## config.mk

```make
export PLATFORM = sky130hd
export DESIGN_NAME = ata_cmd_core
export DESIGN_NICKNAME = d
export VERILOG_FILES = /design/src/shared/ata_cmd_pkg.sv /design/src/core/pin_sync.sv /design/src/core/ata_cmd_core.sv
export SDC_FILE = /design/constraint.sdc
export NUM_CORES = 1
export LEC_CHECK = 0
export BUFFER_PORTS_ARGS = -buffer_cell sky130_fd_sc_hd__buf_4
export CORE_MARGIN = 4
export CORE_UTILIZATION = 60
export CTS_BUF_LIST = sky130_fd_sc_hd__clkbuf_8
export CTS_CLUSTER_SIZE = 12
export DETAILED_ROUTE_END_ITERATION = 10
export GPL_TIMING_DRIVEN = 0
export HOLD_SLACK_MARGIN = 0.02
export PLACE_DENSITY = 0.86
export SLEW_MARGIN = 25
export SYNTH_ARGS = -nofsm -noshare
export SYNTH_HDL_FRONTEND = slang
export SYNTH_SLANG_ARGS = --single-unit
```

## constraint.sdc

```tcl
create_clock -name clk -period 8.7 [get_ports clk]
set_clock_uncertainty 0.05 [all_clocks]
set_input_delay 2.61 -clock clk [delete_from_list [all_inputs] [get_ports clk]]
set_output_delay 2.61 -clock clk [all_outputs]
set_load 0.05 [all_outputs]
```

## src/shared/ata_cmd_pkg.sv

```systemverilog
/*
 Constants for the capacity-limit, multiple, power and monitoring command
 block: register byte offsets, opcodes, field positions, states.
 Assumes a 32-bit Avalon-MM slave with word-aligned byte addresses.
*/
package ata_cmd_pkg;
    localparam int LBA_W = 28;
    // Register byte offsets
    localparam logic [5:0] OFS_FEAT = 6'h00;
    localparam logic [5:0] OFS_SCNT = 6'h04;
    localparam logic [5:0] OFS_SNUM = 6'h08;
    localparam logic [5:0] OFS_CYLL = 6'h0c;
    localparam logic [5:0] OFS_CYLH = 6'h10;
    localparam logic [5:0] OFS_DRVH = 6'h14;
    localparam logic [5:0] OFS_CMD = 6'h18;
    localparam logic [5:0] OFS_STAT = 6'h1c;
    localparam logic [5:0] OFS_ERR = 6'h20;
    localparam logic [5:0] OFS_MAX = 6'h24;
    localparam logic [5:0] OFS_MULT = 6'h28;
    localparam logic [5:0] OFS_REM = 6'h2c;
    localparam logic [5:0] OFS_IDW82 = 6'h30;
    // Opcodes
    localparam logic [7:0] OP_NATIVE = 8'hf8;
    localparam logic [7:0] OP_SETMAX = 8'hf9;
    localparam logic [7:0] OP_SETMULT = 8'hc6;
    localparam logic [7:0] OP_RDMULT = 8'hc4;
    localparam logic [7:0] OP_WRMULT = 8'hc5;
    localparam logic [7:0] OP_SLEEP_A = 8'h99;
    localparam logic [7:0] OP_SLEEP_B = 8'he6;
    localparam logic [7:0] OP_STBY_A = 8'h96;
    localparam logic [7:0] OP_STBY_B = 8'he2;
    localparam logic [7:0] OP_SMART = 8'hb0;
    // Capacity-limit subfunction codes
    localparam logic [7:0] FC_PASSWORD = 8'h01;
    localparam logic [7:0] FC_LOCK = 8'h02;
    localparam logic [7:0] FC_UNLOCK = 8'h03;
    localparam logic [7:0] FC_FREEZE = 8'h04;
    localparam logic [7:0] FC_OBSOLETE = 8'h00;
    // Monitoring command signature
    localparam logic [7:0] SMART_CYLH = 8'hc2;
    localparam logic [7:0] SMART_CYLL = 8'h4f;
    localparam logic [2:0] SMART_DH_TOP = 3'h7;
    // Field positions
    localparam int DH_LBA = 6;
    localparam int DH_DEV = 4;
    localparam int SC_KEEP = 0;
    localparam int SC_SUB = 1;
    localparam int SB_BUSY = 7;
    localparam int SB_READY = 6;
    localparam int SB_SLEEP = 5;
    localparam int SB_MULT = 4;
    localparam int SB_LOCK = 3;
    localparam int SB_FRZ = 2;
    localparam int SB_ERR = 0;
    localparam int EB_ABRT = 2;
    // Largest block size accepted by the set-multiple command
    localparam logic [7:0] MULT_MAX = 8'h10;
    localparam logic [8:0] SC_ZERO_TOTAL = 9'h100;
    // Identification word 82: bit 0 reports monitoring support
    localparam logic [15:0] IDW82_VAL = 16'h0001;
    typedef enum logic [2:0] {
        ST_IDLE = 3'b001,
        ST_EXEC = 3'b010,
        ST_XFER = 3'b100
    } state_t;
endpackage

```

## src/core/pin_sync.sv

```systemverilog
/*
 Three-stage synchroniser for a pin input with agreement filter.
 Assumes an active-low reset already synchronised to clk.
*/
module pin_sync (
    input wire logic clk,
    input wire logic rst_n,
    input wire logic ce,
    input wire logic d,
    output logic q
);
    logic s1_r;
    logic s2_r;
    logic s3_r;

    always_ff @(posedge clk or negedge rst_n) begin
        if (!rst_n) begin
            s1_r <= 1'b0;
            s2_r <= 1'b0;
            s3_r <= 1'b0;
            q <= 1'b0;
        end else if (ce) begin
            s1_r <= d;
            s2_r <= s1_r;
            s3_r <= s2_r;
            // Change is accepted once stages two and three agree
            if (s2_r == s3_r) begin
                q <= s3_r;
            end
        end
    end
endmodule

```

## src/core/ata_cmd_core.sv

```systemverilog
/*
 Task-file command block: capacity limit, set multiple, sleep/standby,
 monitoring entry and multiple-transfer block sequencing.
 Assumes Avalon-MM master on clk, nonvolatile store on nv_max_*, and a
 data engine that takes block descriptors on blk_valid/blk_ready.
*/
// The address map and register access over Avalon-MM were chosen for this implementation.
// Overview of operation
// RULE1: Opcode F9h replaces the current max sector with the task-file LBA.
// RULE2: Host sets the LBA bit in drive/head for the capacity-limit command.
// RULE3: Device acts only when the device-select bit matches its own number.
// RULE4: Host issues F9h only when ready and right after a native-max read.
// RULE5: Keep bit set persists the maximum; clear reverts after reset.
// RULE6: Features 01h-04h: password, lock, unlock, freeze; others not valid.
// RULE7: A second nonvolatile limit after reset is aborted.
// RULE8: Firmware shutdown: volatile limit to native max, save, power off.
// RULE9: Firmware boot: limit to native, read config, limit to fs size.
// RULE10: Opcode C6h raises busy and examines the sector count.
// RULE11: Supported block size is stored and multiple commands enabled.
// RULE12: Unsupported block size aborts and disables multiple commands.
// RULE13: Block size zero disables multiple commands.
// RULE14: Multiple commands are disabled after power-on.
// RULE15: Opcode 99h or E6h enters sleep and completes at once.
// RULE16: Opcode 96h or E2h enters the same low-power state at once.
// RULE17: Any later command leaves the low-power state.
// RULE18: B0h needs C2h/4Fh cylinders and drive/head top bits all ones.
// RULE19: Identification word 82 bit 0 reports monitoring support.
// RULE20: Multiple transfer while disabled is aborted.
// RULE21: Uneven sector totals end with one partial block.
// RULE22: Obsolete or reserved subfunction aborts, maximum unchanged.
module ata_cmd_core #(
    parameter logic [27:0] NATIVE_MAX = 28'h0100000
) (
    input wire logic clk,
    input wire logic rst_b,
    input wire logic ce,
    input wire logic [5:0] avs_address,
    input wire logic avs_read,
    input wire logic avs_write,
    input wire logic [31:0] avs_writedata,
    output logic [31:0] avs_readdata,
    output logic avs_waitrequest,
    input wire logic dev_strap,
    input wire logic [27:0] nv_max_in,
    output logic [27:0] nv_max_out,
    output logic nv_max_we,
    output logic low_power,
    output logic completion_intrq,
    output logic blk_valid,
    input wire logic blk_ready,
    output logic [8:0] blk_len,
    output logic blk_is_write,
    output logic smart_req,
    output logic [7:0] smart_feature,
    output logic [7:0] smart_arg
);
    logic rst_s1_r;
    logic rst_n;
    logic ack_r;
    logic [7:0] feat_r, scnt_r, snum_r, cyll_r, cylh_r, drvh_r, cmd_r;
    logic err_r, sleep_r, mult_en_r, locked_r, frozen_r, nv_seen_r;
    logic init_done_r;
    logic [7:0] mult_r;
    logic [27:0] cur_max_r, pass_r;
    logic [8:0] rem_r;
    ata_cmd_pkg::state_t state_r, state_nxt;
    logic dev_sel;

    always_ff @(posedge clk or negedge rst_b) begin
        if (!rst_b) begin
            rst_s1_r <= 1'b0;
            rst_n <= 1'b0;
        end else begin
            rst_s1_r <= 1'b1;
            rst_n <= rst_s1_r;
        end
    end

    pin_sync u_strap (
        .clk(clk),
        .rst_n(rst_n),
        .ce(ce),
        .d(dev_strap),
        .q(dev_sel)
    );

    // Bus decode: one wait state on every access
    wire req = avs_read | avs_write;
    assign avs_waitrequest = req & ~ack_r;
    wire rd_ack = avs_read & ack_r;
    wire wr_ack = avs_write & ack_r;
    wire a_feat = avs_address == ata_cmd_pkg::OFS_FEAT;
    wire a_scnt = avs_address == ata_cmd_pkg::OFS_SCNT;
    wire a_snum = avs_address == ata_cmd_pkg::OFS_SNUM;
    wire a_cyll = avs_address == ata_cmd_pkg::OFS_CYLL;
    wire a_cylh = avs_address == ata_cmd_pkg::OFS_CYLH;
    wire a_drvh = avs_address == ata_cmd_pkg::OFS_DRVH;
    wire a_cmd = avs_address == ata_cmd_pkg::OFS_CMD;
    wire a_stat = avs_address == ata_cmd_pkg::OFS_STAT;
    wire a_err = avs_address == ata_cmd_pkg::OFS_ERR;
    wire a_max = avs_address == ata_cmd_pkg::OFS_MAX;
    wire a_mult = avs_address == ata_cmd_pkg::OFS_MULT;
    wire a_rem = avs_address == ata_cmd_pkg::OFS_REM;
    wire a_idw = avs_address == ata_cmd_pkg::OFS_IDW82;

    wire busy_flag = state_r != ata_cmd_pkg::ST_IDLE;
    wire drive_ready_flag = init_done_r;
    wire device_select_bit = drvh_r[ata_cmd_pkg::DH_DEV];
    wire keep_over_reset_bit = scnt_r[ata_cmd_pkg::SC_KEEP];
    wire tf_wr = wr_ack & ~busy_flag;
    wire cmd_wr = wr_ack & a_cmd;
    wire dev_match = device_select_bit == dev_sel;
    wire cmd_take = cmd_wr & ~busy_flag & dev_match & init_done_r; // [RULE3]
    wire exec = state_r == ata_cmd_pkg::ST_EXEC;

    wire [7:0] status8 = {busy_flag, drive_ready_flag, sleep_r, mult_en_r,
                          locked_r, frozen_r, 1'b0, err_r};
    wire [7:0] error8 = {5'h00, err_r, 2'h0};
    wire [31:0] rd_mux =
        a_feat ? {24'h000000, feat_r} :
        a_scnt ? {24'h000000, scnt_r} :
        a_snum ? {24'h000000, snum_r} :
        a_cyll ? {24'h000000, cyll_r} :
        a_cylh ? {24'h000000, cylh_r} :
        a_drvh ? {24'h000000, drvh_r} :
        a_cmd ? {24'h000000, cmd_r} :
        a_stat ? {24'h000000, status8} :
        a_err ? {24'h000000, error8} :
        a_max ? {4'h0, cur_max_r} :
        a_mult ? {24'h000000, mult_r} :
        a_rem ? {23'h000000, rem_r} :
        a_idw ? {16'h0000, ata_cmd_pkg::IDW82_VAL} : // [RULE19]
        32'h00000000;

    // Command decode, evaluated during the execute cycle
    wire [27:0] lba = {drvh_r[3:0], cylh_r, cyll_r, snum_r};
    wire is_nat = cmd_r == ata_cmd_pkg::OP_NATIVE;
    wire is_setmax = cmd_r == ata_cmd_pkg::OP_SETMAX; // [RULE1]
    wire is_setmult = cmd_r == ata_cmd_pkg::OP_SETMULT; // [RULE10]
    wire is_rdm = cmd_r == ata_cmd_pkg::OP_RDMULT;
    wire is_wrm = cmd_r == ata_cmd_pkg::OP_WRMULT;
    wire is_sleep = (cmd_r == ata_cmd_pkg::OP_SLEEP_A) |
                    (cmd_r == ata_cmd_pkg::OP_SLEEP_B); // [RULE15]
    wire is_stby = (cmd_r == ata_cmd_pkg::OP_STBY_A) |
                   (cmd_r == ata_cmd_pkg::OP_STBY_B); // [RULE16]
    wire is_low = is_sleep | is_stby;
    wire is_smart = cmd_r == ata_cmd_pkg::OP_SMART;
    wire is_known = is_nat | is_setmax | is_setmult | is_rdm | is_wrm |
                    is_low | is_smart;

    wire [8:0] mult9 = {1'b0, mult_r};
    wire [8:0] sc_total = (scnt_r == 8'h00) ? ata_cmd_pkg::SC_ZERO_TOTAL :
                                              {1'b0, scnt_r};
    wire scnt_pow2 = (scnt_r & (scnt_r - 8'h01)) == 8'h00;
    wire mult_ok = (scnt_r != 8'h00) & scnt_pow2 &
                   (scnt_r <= ata_cmd_pkg::MULT_MAX);

    wire f9_plain = ~scnt_r[ata_cmd_pkg::SC_SUB];
    wire f9_code_bad = (feat_r == ata_cmd_pkg::FC_OBSOLETE) |
                       (feat_r > ata_cmd_pkg::FC_FREEZE); // [RULE22]
    wire f9_pw = feat_r == ata_cmd_pkg::FC_PASSWORD;
    wire f9_lock = feat_r == ata_cmd_pkg::FC_LOCK;
    wire f9_unlock = feat_r == ata_cmd_pkg::FC_UNLOCK;
    wire f9_freeze = feat_r == ata_cmd_pkg::FC_FREEZE;
    wire nv_again = keep_over_reset_bit & nv_seen_r; // [RULE7]
    wire f9_abort = f9_plain ?
        (locked_r | nv_again | (lba > NATIVE_MAX)) :
        (f9_code_bad | frozen_r | (f9_pw & locked_r) |
         (f9_unlock & (lba != pass_r))); // [RULE6]
    wire smart_ok = (cylh_r == ata_cmd_pkg::SMART_CYLH) &
                    (cyll_r == ata_cmd_pkg::SMART_CYLL) &
                    (drvh_r[7:5] == ata_cmd_pkg::SMART_DH_TOP); // [RULE18]
    wire abort_w = ~is_known | (is_setmax & f9_abort) |
                   (is_setmult & (scnt_r != 8'h00) & ~mult_ok) |
                   ((is_rdm | is_wrm) & ~mult_en_r) | // [RULE20]
                   (is_smart & ~smart_ok);
    wire setmax_go = exec & is_setmax & ~f9_abort;
    wire go_xfer = (is_rdm | is_wrm) & ~abort_w;

    // Block sequencing for multiple transfers
    wire hs = blk_valid & blk_ready;
    wire last_blk = rem_r == blk_len;
    wire [8:0] rem_left = rem_r - blk_len;
    wire [8:0] first_len = (sc_total < mult9) ? sc_total : mult9;
    wire [8:0] next_len = (rem_left < mult9) ? rem_left : mult9; // [RULE21]
    assign blk_valid = state_r == ata_cmd_pkg::ST_XFER;
    wire done_ev = (exec & ~go_xfer) | (hs & last_blk);

    always_comb begin
        state_nxt = state_r;
        unique case (state_r)
            ata_cmd_pkg::ST_IDLE: begin
                if (cmd_take) begin
                    state_nxt = ata_cmd_pkg::ST_EXEC;
                end
            end
            ata_cmd_pkg::ST_EXEC: begin
                state_nxt = go_xfer ? ata_cmd_pkg::ST_XFER :
                                      ata_cmd_pkg::ST_IDLE;
            end
            ata_cmd_pkg::ST_XFER: begin
                if (hs & last_blk) begin
                    state_nxt = ata_cmd_pkg::ST_IDLE;
                end
            end
            default: state_nxt = ata_cmd_pkg::ST_IDLE;
        endcase
    end

    always_ff @(posedge clk or negedge rst_n) begin
        if (!rst_n) begin
            ack_r <= 1'b0;
            avs_readdata <= 32'h00000000;
            state_r <= ata_cmd_pkg::ST_IDLE;
            completion_intrq <= 1'b0;
        end else if (ce) begin
            ack_r <= req & ~ack_r;
            if (req & ~ack_r) begin
                avs_readdata <= rd_mux;
            end
            state_r <= state_nxt;
            // Completion wins over a status read in the same cycle
            if (done_ev) begin
                completion_intrq <= 1'b1; // [RULE15] [RULE16]
            end else if (rd_ack & a_stat) begin
                completion_intrq <= 1'b0;
            end
        end
    end

    // Task file; native-max read returns the address in place
    always_ff @(posedge clk or negedge rst_n) begin
        if (!rst_n) begin
            feat_r <= 8'h00;
            scnt_r <= 8'h00;
            snum_r <= 8'h00;
            cyll_r <= 8'h00;
            cylh_r <= 8'h00;
            drvh_r <= 8'h00;
            cmd_r <= 8'h00;
        end else if (ce) begin
            if (tf_wr & a_feat) feat_r <= avs_writedata[7:0];
            if (tf_wr & a_scnt) scnt_r <= avs_writedata[7:0];
            if (tf_wr & a_cmd) cmd_r <= avs_writedata[7:0];
            if (exec & is_nat) begin
                snum_r <= NATIVE_MAX[7:0];
                cyll_r <= NATIVE_MAX[15:8];
                cylh_r <= NATIVE_MAX[23:16];
                drvh_r <= {drvh_r[7:4], NATIVE_MAX[27:24]};
            end else begin
                if (tf_wr & a_snum) snum_r <= avs_writedata[7:0];
                if (tf_wr & a_cyll) cyll_r <= avs_writedata[7:0];
                if (tf_wr & a_cylh) cylh_r <= avs_writedata[7:0];
                if (tf_wr & a_drvh) drvh_r <= avs_writedata[7:0];
            end
        end
    end

    // Capacity limit, protection state and persistence
    always_ff @(posedge clk or negedge rst_n) begin
        if (!rst_n) begin
            init_done_r <= 1'b0;
            cur_max_r <= 28'h0000000;
            pass_r <= 28'h0000000;
            locked_r <= 1'b0;
            frozen_r <= 1'b0;
            nv_seen_r <= 1'b0;
            nv_max_out <= 28'h0000000;
            nv_max_we <= 1'b0;
        end else if (ce) begin
            nv_max_we <= 1'b0;
            if (!init_done_r) begin
                init_done_r <= 1'b1;
                cur_max_r <= nv_max_in; // [RULE5]
            end
            if (setmax_go & f9_plain) begin
                cur_max_r <= lba; // [RULE1]
                if (keep_over_reset_bit) begin
                    nv_max_out <= lba; // [RULE5]
                    nv_max_we <= 1'b1;
                    nv_seen_r <= 1'b1; // [RULE7]
                end
            end
            if (setmax_go & ~f9_plain) begin
                if (f9_pw) pass_r <= lba;
                if (f9_lock) locked_r <= 1'b1;
                if (f9_unlock) locked_r <= 1'b0;
                if (f9_freeze) frozen_r <= 1'b1; // [RULE6]
            end
        end
    end

    // Error, low power, multiple mode, monitoring hand-off
    always_ff @(posedge clk or negedge rst_n) begin
        if (!rst_n) begin
            err_r <= 1'b0;
            sleep_r <= 1'b0;
            mult_en_r <= 1'b0; // [RULE14]
            mult_r <= 8'h00;
            smart_req <= 1'b0;
            smart_feature <= 8'h00;
            smart_arg <= 8'h00;
        end else if (ce) begin
            smart_req <= 1'b0;
            if (cmd_take) begin
                sleep_r <= 1'b0; // [RULE17]
            end else if (exec) begin
                sleep_r <= is_low; // [RULE15] [RULE16]
                err_r <= abort_w; // [RULE12] [RULE20] [RULE22]
            end
            if (exec & is_setmult) begin
                mult_en_r <= mult_ok; // [RULE11] [RULE12] [RULE13]
                if (mult_ok) mult_r <= scnt_r; // [RULE11]
            end
            if (exec & is_smart & smart_ok) begin
                smart_req <= 1'b1;
                smart_feature <= feat_r;
                smart_arg <= scnt_r;
            end
        end
    end

    always_ff @(posedge clk or negedge rst_n) begin
        if (!rst_n) begin
            rem_r <= 9'h000;
            blk_len <= 9'h000;
            blk_is_write <= 1'b0;
        end else if (ce) begin
            if (exec & go_xfer) begin
                rem_r <= sc_total;
                blk_len <= first_len;
                blk_is_write <= is_wrm;
            end else if (hs) begin
                rem_r <= rem_left; // [RULE21]
                blk_len <= next_len;
            end
        end
    end

    assign low_power = sleep_r;
endmodule

```

---- After elaboration in Yosys (flattened, before gate mapping) ----
Cells that the tools add are included.
Widths: inputs -> output; s select.
operators by class
  bitwise operators ....................... 76
  order comparisons ....................... 5
  mux-type cells .......................... 44
  equality and inequality tests ........... 40
  add/subtract/negate cells ............... 2
  reduce and logical (&&, ||, !) cells .... 37
operator list
  operator              count
  $mux 28               12
  $eq 8x8->1 const B    11
  $mux 9                9
  $mux 8                6
  $and 1x1->1           41
  $reduce_and 2->1      16
  $eq 6x6->1 const B    5
  $gt 28x21->1 const B  1
  $ne 28x28->1          1
  $eq 6x5->1 const B    4
  $logic_not 8->1       3
  $reduce_and 3->1      8
  $or 1x1->1            22
  $lt 9x8->1            2
  $eq 8x2->1 const B    2
  $reduce_bool 2->1     8
  $eq 6x4->1 const B    2
  $not 1->1             12
  $mux 1                11
  $eq 9x9->1            1
  $mux 3                3
  $pmux 3 s3            1
  $sub 9x9->9           1
  $and 8x8->8           1
  17 further kinds      21
storage, ports and cells
  logic and storage cells ................. 240
  output and inout port bits .............. 92
  register bits ........................... 235
  bits of input ports ..................... 73

---- Longest topological paths before layout ----
  depth after elaboration ................. 19
  depth in mapped cells ................... 17
  mapped depth without buffers ............ 16

---- Hierarchy ----
From an unflattened synthesis, not the netlist that was laid out.
second synthesis, totals
  cell total of the unflattened synthesis .. 1105
  area, all modules ....................... 11552.3 um^2
modules (own cells, without submodules)
  module        sequential area each (um^2)  instances  area an instance (um^2)  cells an instance
  ata_cmd_core  5681.7                       1          11395.9                  1095
  pin_sync      100.1                        1          156.4                    10

---- Worst setup path before layout ----
No wires, ideal clock.
  path kind ............................... input -> output
  from .................................... input port avs_write
  to ...................................... output port avs_waitrequest
  stages on the path ...................... 2
  arrival time ............................ 3.342 ns
  path buffers ............................ 0
  path slack .............................. 2.698 ns
  cell sequence ........................... nor2_1 -> nor2_1
on the way
  cells in the longest elaborated chain, start to end .. 2
RTL lines
  element      line                RTL
  from (decl)  ata_cmd_core.sv:39  input wire logic avs_write,
  $or 1x1->1   ata_cmd_core.sv:88  wire req = avs_read | avs_write;
  $and 1x1->1  ata_cmd_core.sv:89  assign avs_waitrequest = req & ~ack_r;
  to (decl)    ata_cmd_core.sv:42  output logic avs_waitrequest,
Every way passes these cells.

---- Worst setup path after layout ----
Same ends and word-level chain as after synthesis.

==> flow_summary.toml <==
[power]
total_leakage_power_uw = 0.00699
power.density_nw_per_um2 = 165
ir_worst_vdd_uv = 116

[clock_tree]
clock_path_buffers = 3
tritoncts_clock_tree = "done"
postCtsResizedCells = 0
cts-root-buf = "clkbuf_8"
post-cts-setup-buffers = 0
tritoncts_num_sinks = 231
cts-hold-fix-buffers = 0
cts_max_level = 2
clk_pin_slew_worst_paths_ps = 60
tritoncts_buffers = 38
clock_insertion_delay_worst_skew_ps = 550

[global_routing]
wire_length_of_the_first_global_routing_pass_um = 53800
grt_util_all_layers = 0.317
grt_overflow = 0
initial_antenna_violation_count = 0
first_global_vias = 9357
grt_max_degree = 54

[timing]
timing.max_slew.rel_slack = 0.397
tightestPinTransition_ps = 897
clock.fmax_mhz = 168
final_setup_violation_count = 0
layout_worst_path_cycle_share = 0.683
finalWorstSetupSlack_ps = 2760
timing_max_transition_violations_final = 0
rsz_0062_raised_after_global_routing = "false"
period_needed_ps = 5940
finalHoldViolations = 0

[drt]
dr.first_iter.drc_count = 1134
via_per_inst = 6.30
drt_first_pass_iters = 5
route.vias.total = 9628
drc_errors = 0
drt_wl_total_um = 34200
drt.antenna.violating_nets = 0
routed_wire_length_per_instance_um = 22.4

[die]
floorplan.die_area_um2 = 21600
floorplan.rows = 50
boundaryPins = 165
die_w_um = 147
coreArea_um2 = 18800
die_boundary_height_um = 147
floorplan.initialDensity = 0.614

[placed_design]
port_buffers = 134
placed_cells_incl_taps = 1469
globalplace.congestion = 1.04
post-place-ws_ps = 2780
post-dp-hpwl_um = 25000

[synth]
yosys_register_bits = 231
synthMostInstantiatedCell = "dfrtp_1"
synth_enable_flop_cells = 0
ys_top_cells_by_count = "dfrtp_1, mux2_2, nand2_1"
synth.yosys.warnings = 0
yosysUniqueCellTypes = 74
mappedNetlistArea_um2 = 11600
synthCells = 1068
synth_top_area_share = 0.497
synth_area_per_cell_um2 = 10.8
synth_sequential_area_ratio = 0.500
postSynth.topFlopCell = "dfrtp_1"
post_synth_main_area_contributors = "dfrtp_1, mux2_2, mux2i_1"
synth-async-reset-ratio = 1.00
netlist.top_cell.by_area = "dfrtp_1"

[setup_path]
worst_setup_path_startpoint = "avs_write"
timing.critical_path.fanout_max = 3
timing.critical_path.arrival_ps = 3280
worst-setup-path-type = "primary input to primary output"
critical_path.startpoint_type = "primary input"
rr_startpoint = "rem_r[0]"
critPathCaptureType = "primary output"
cp_data_required_time_ps = 6040

[finish]
insertedDiodeCount = 0
num-fill-cells = 1284
fin_cells = 1529
post_route_cells_drive_above_1_share = 0.268
finish.net_count = 1345
areaGrowthSynthToFinish_pct = 19.0

[min_path]
worst_hold_path_type = "flip-flop to async pin"

[outcome]
status = "finished clean"

[run]
maxCapViolations = 0
cell families (layout without fill, tap and decap cells):
| kind of cell | Yosys count | count (layout) | share of synthesized area |
|---|---|---|---|
| AO/OA/AOI/OAI | 255 | 255 | 0.154 |
| XOR/XNOR | 38 | 38 | 0.0288 |
| adder cells (fa/ha/maj) | 24 | 24 | 0.0264 |
| buffers and inverters | 111 | 309 | 0.0411 |
| flip-flops | 231 | 231 | 0.500 |
| multiplexers | 140 | 140 | 0.133 |
| other | 2 | 5 | 0.000649 |
| AND/OR/NAND/NOR | 267 | 267 | 0.117 |
cells in the final DEF, fill, tap and decap left out, types with 10 or more instances in the layout:
cell	instances
dfrtp_1	229
buf_4	140
mux2_2	97
nand2_1	80
nor2_1	59
o21ai_0	56
inv_1	54
clkbuf_8	47
clkbuf_1	46
mux2i_1	41
a22o_1	39
a21oi_1	36
xor2_1	33
or2_2	23
o22ai_1	22
ha_1	22
a2bb2oi_1	19
nand3_1	15
nor4_1	15
a22oi_1	12
and2_1	11
a21o_1	10
nor3_1	10
registers in the layout, summed over array words and instances (netlist names), 9 cells and up:
signal and cells:
nv_max_out 28, cur_max_r 28, blk_len 9, pass_r 28, avs_readdata 28, rem_r 9
final timing paths:
check,cells after the start,slack [ps],endpoint
min in group clk,0,300,rst_n
min,0,250,nv_max_out[0]
max in group asynchronous,1,6700,rst_n
max reg2reg,17,4490,blk_len[4]
min reg2reg,0,250,nv_max_out[0]
max,4,2760,avs_waitrequest
stage by stage:
stage	power [uW]	hold WS (ps)	setup TNS [ps]	area (um^2)	util
6_report	2280	249	0	13800	0.731
5_1_grt	2360	288	0	13800	0.731
3_5_place_dp	1360	271	0	13000	0.692
4_1_cts	2280	274	0	13800	0.731
3_3_place_gp	1340	286	-139820	12900	0.686
2_1_floorplan	1260	281	0	11600	-
area by class of cell:
| type | count | area, um^2 | share of cell area |
|---|---|---|---|
| flip-flops and latches | 231 | 5790 | 0.420 |
| multi-input cells | 729 | 5350 | 0.388 |
| repair buffers | 138 | 1110 | 0.0805 |
| clock buffers | 47 | 647 | 0.0470 |
| well taps | 260 | 325 | 0.0236 |
| plain buffers | 66 | 307 | 0.0223 |
| inverters | 45 | 169 | 0.0123 |
| clock inverters | 13 | 81.3 | 0.00590 |
power breakdown:
part | total [uW] | internal [uW] | switching, uW | leakage (uW)
combinational | 199 | 71.4 | 128 | 0.00353
clock | 931 | 511 | 420 | 0.000408
sequential | 1140 | 1100 | 41.9 | 0.00306
total | 2280 | 1690 | 590 | 0.00699
critical path: stages:
cell and delay, ps:
buf_4 100, nor2_1 40, nor2_1 260, buf_4 270
routing by layer:
layer  wire [um]  global-route usage
met5           0                   0
met4        1010              0.0997
met3        3960              0.0833
met2       15200               0.475
met1       14100               0.457
No activity file was read; power rests on OpenSTA's default activity.
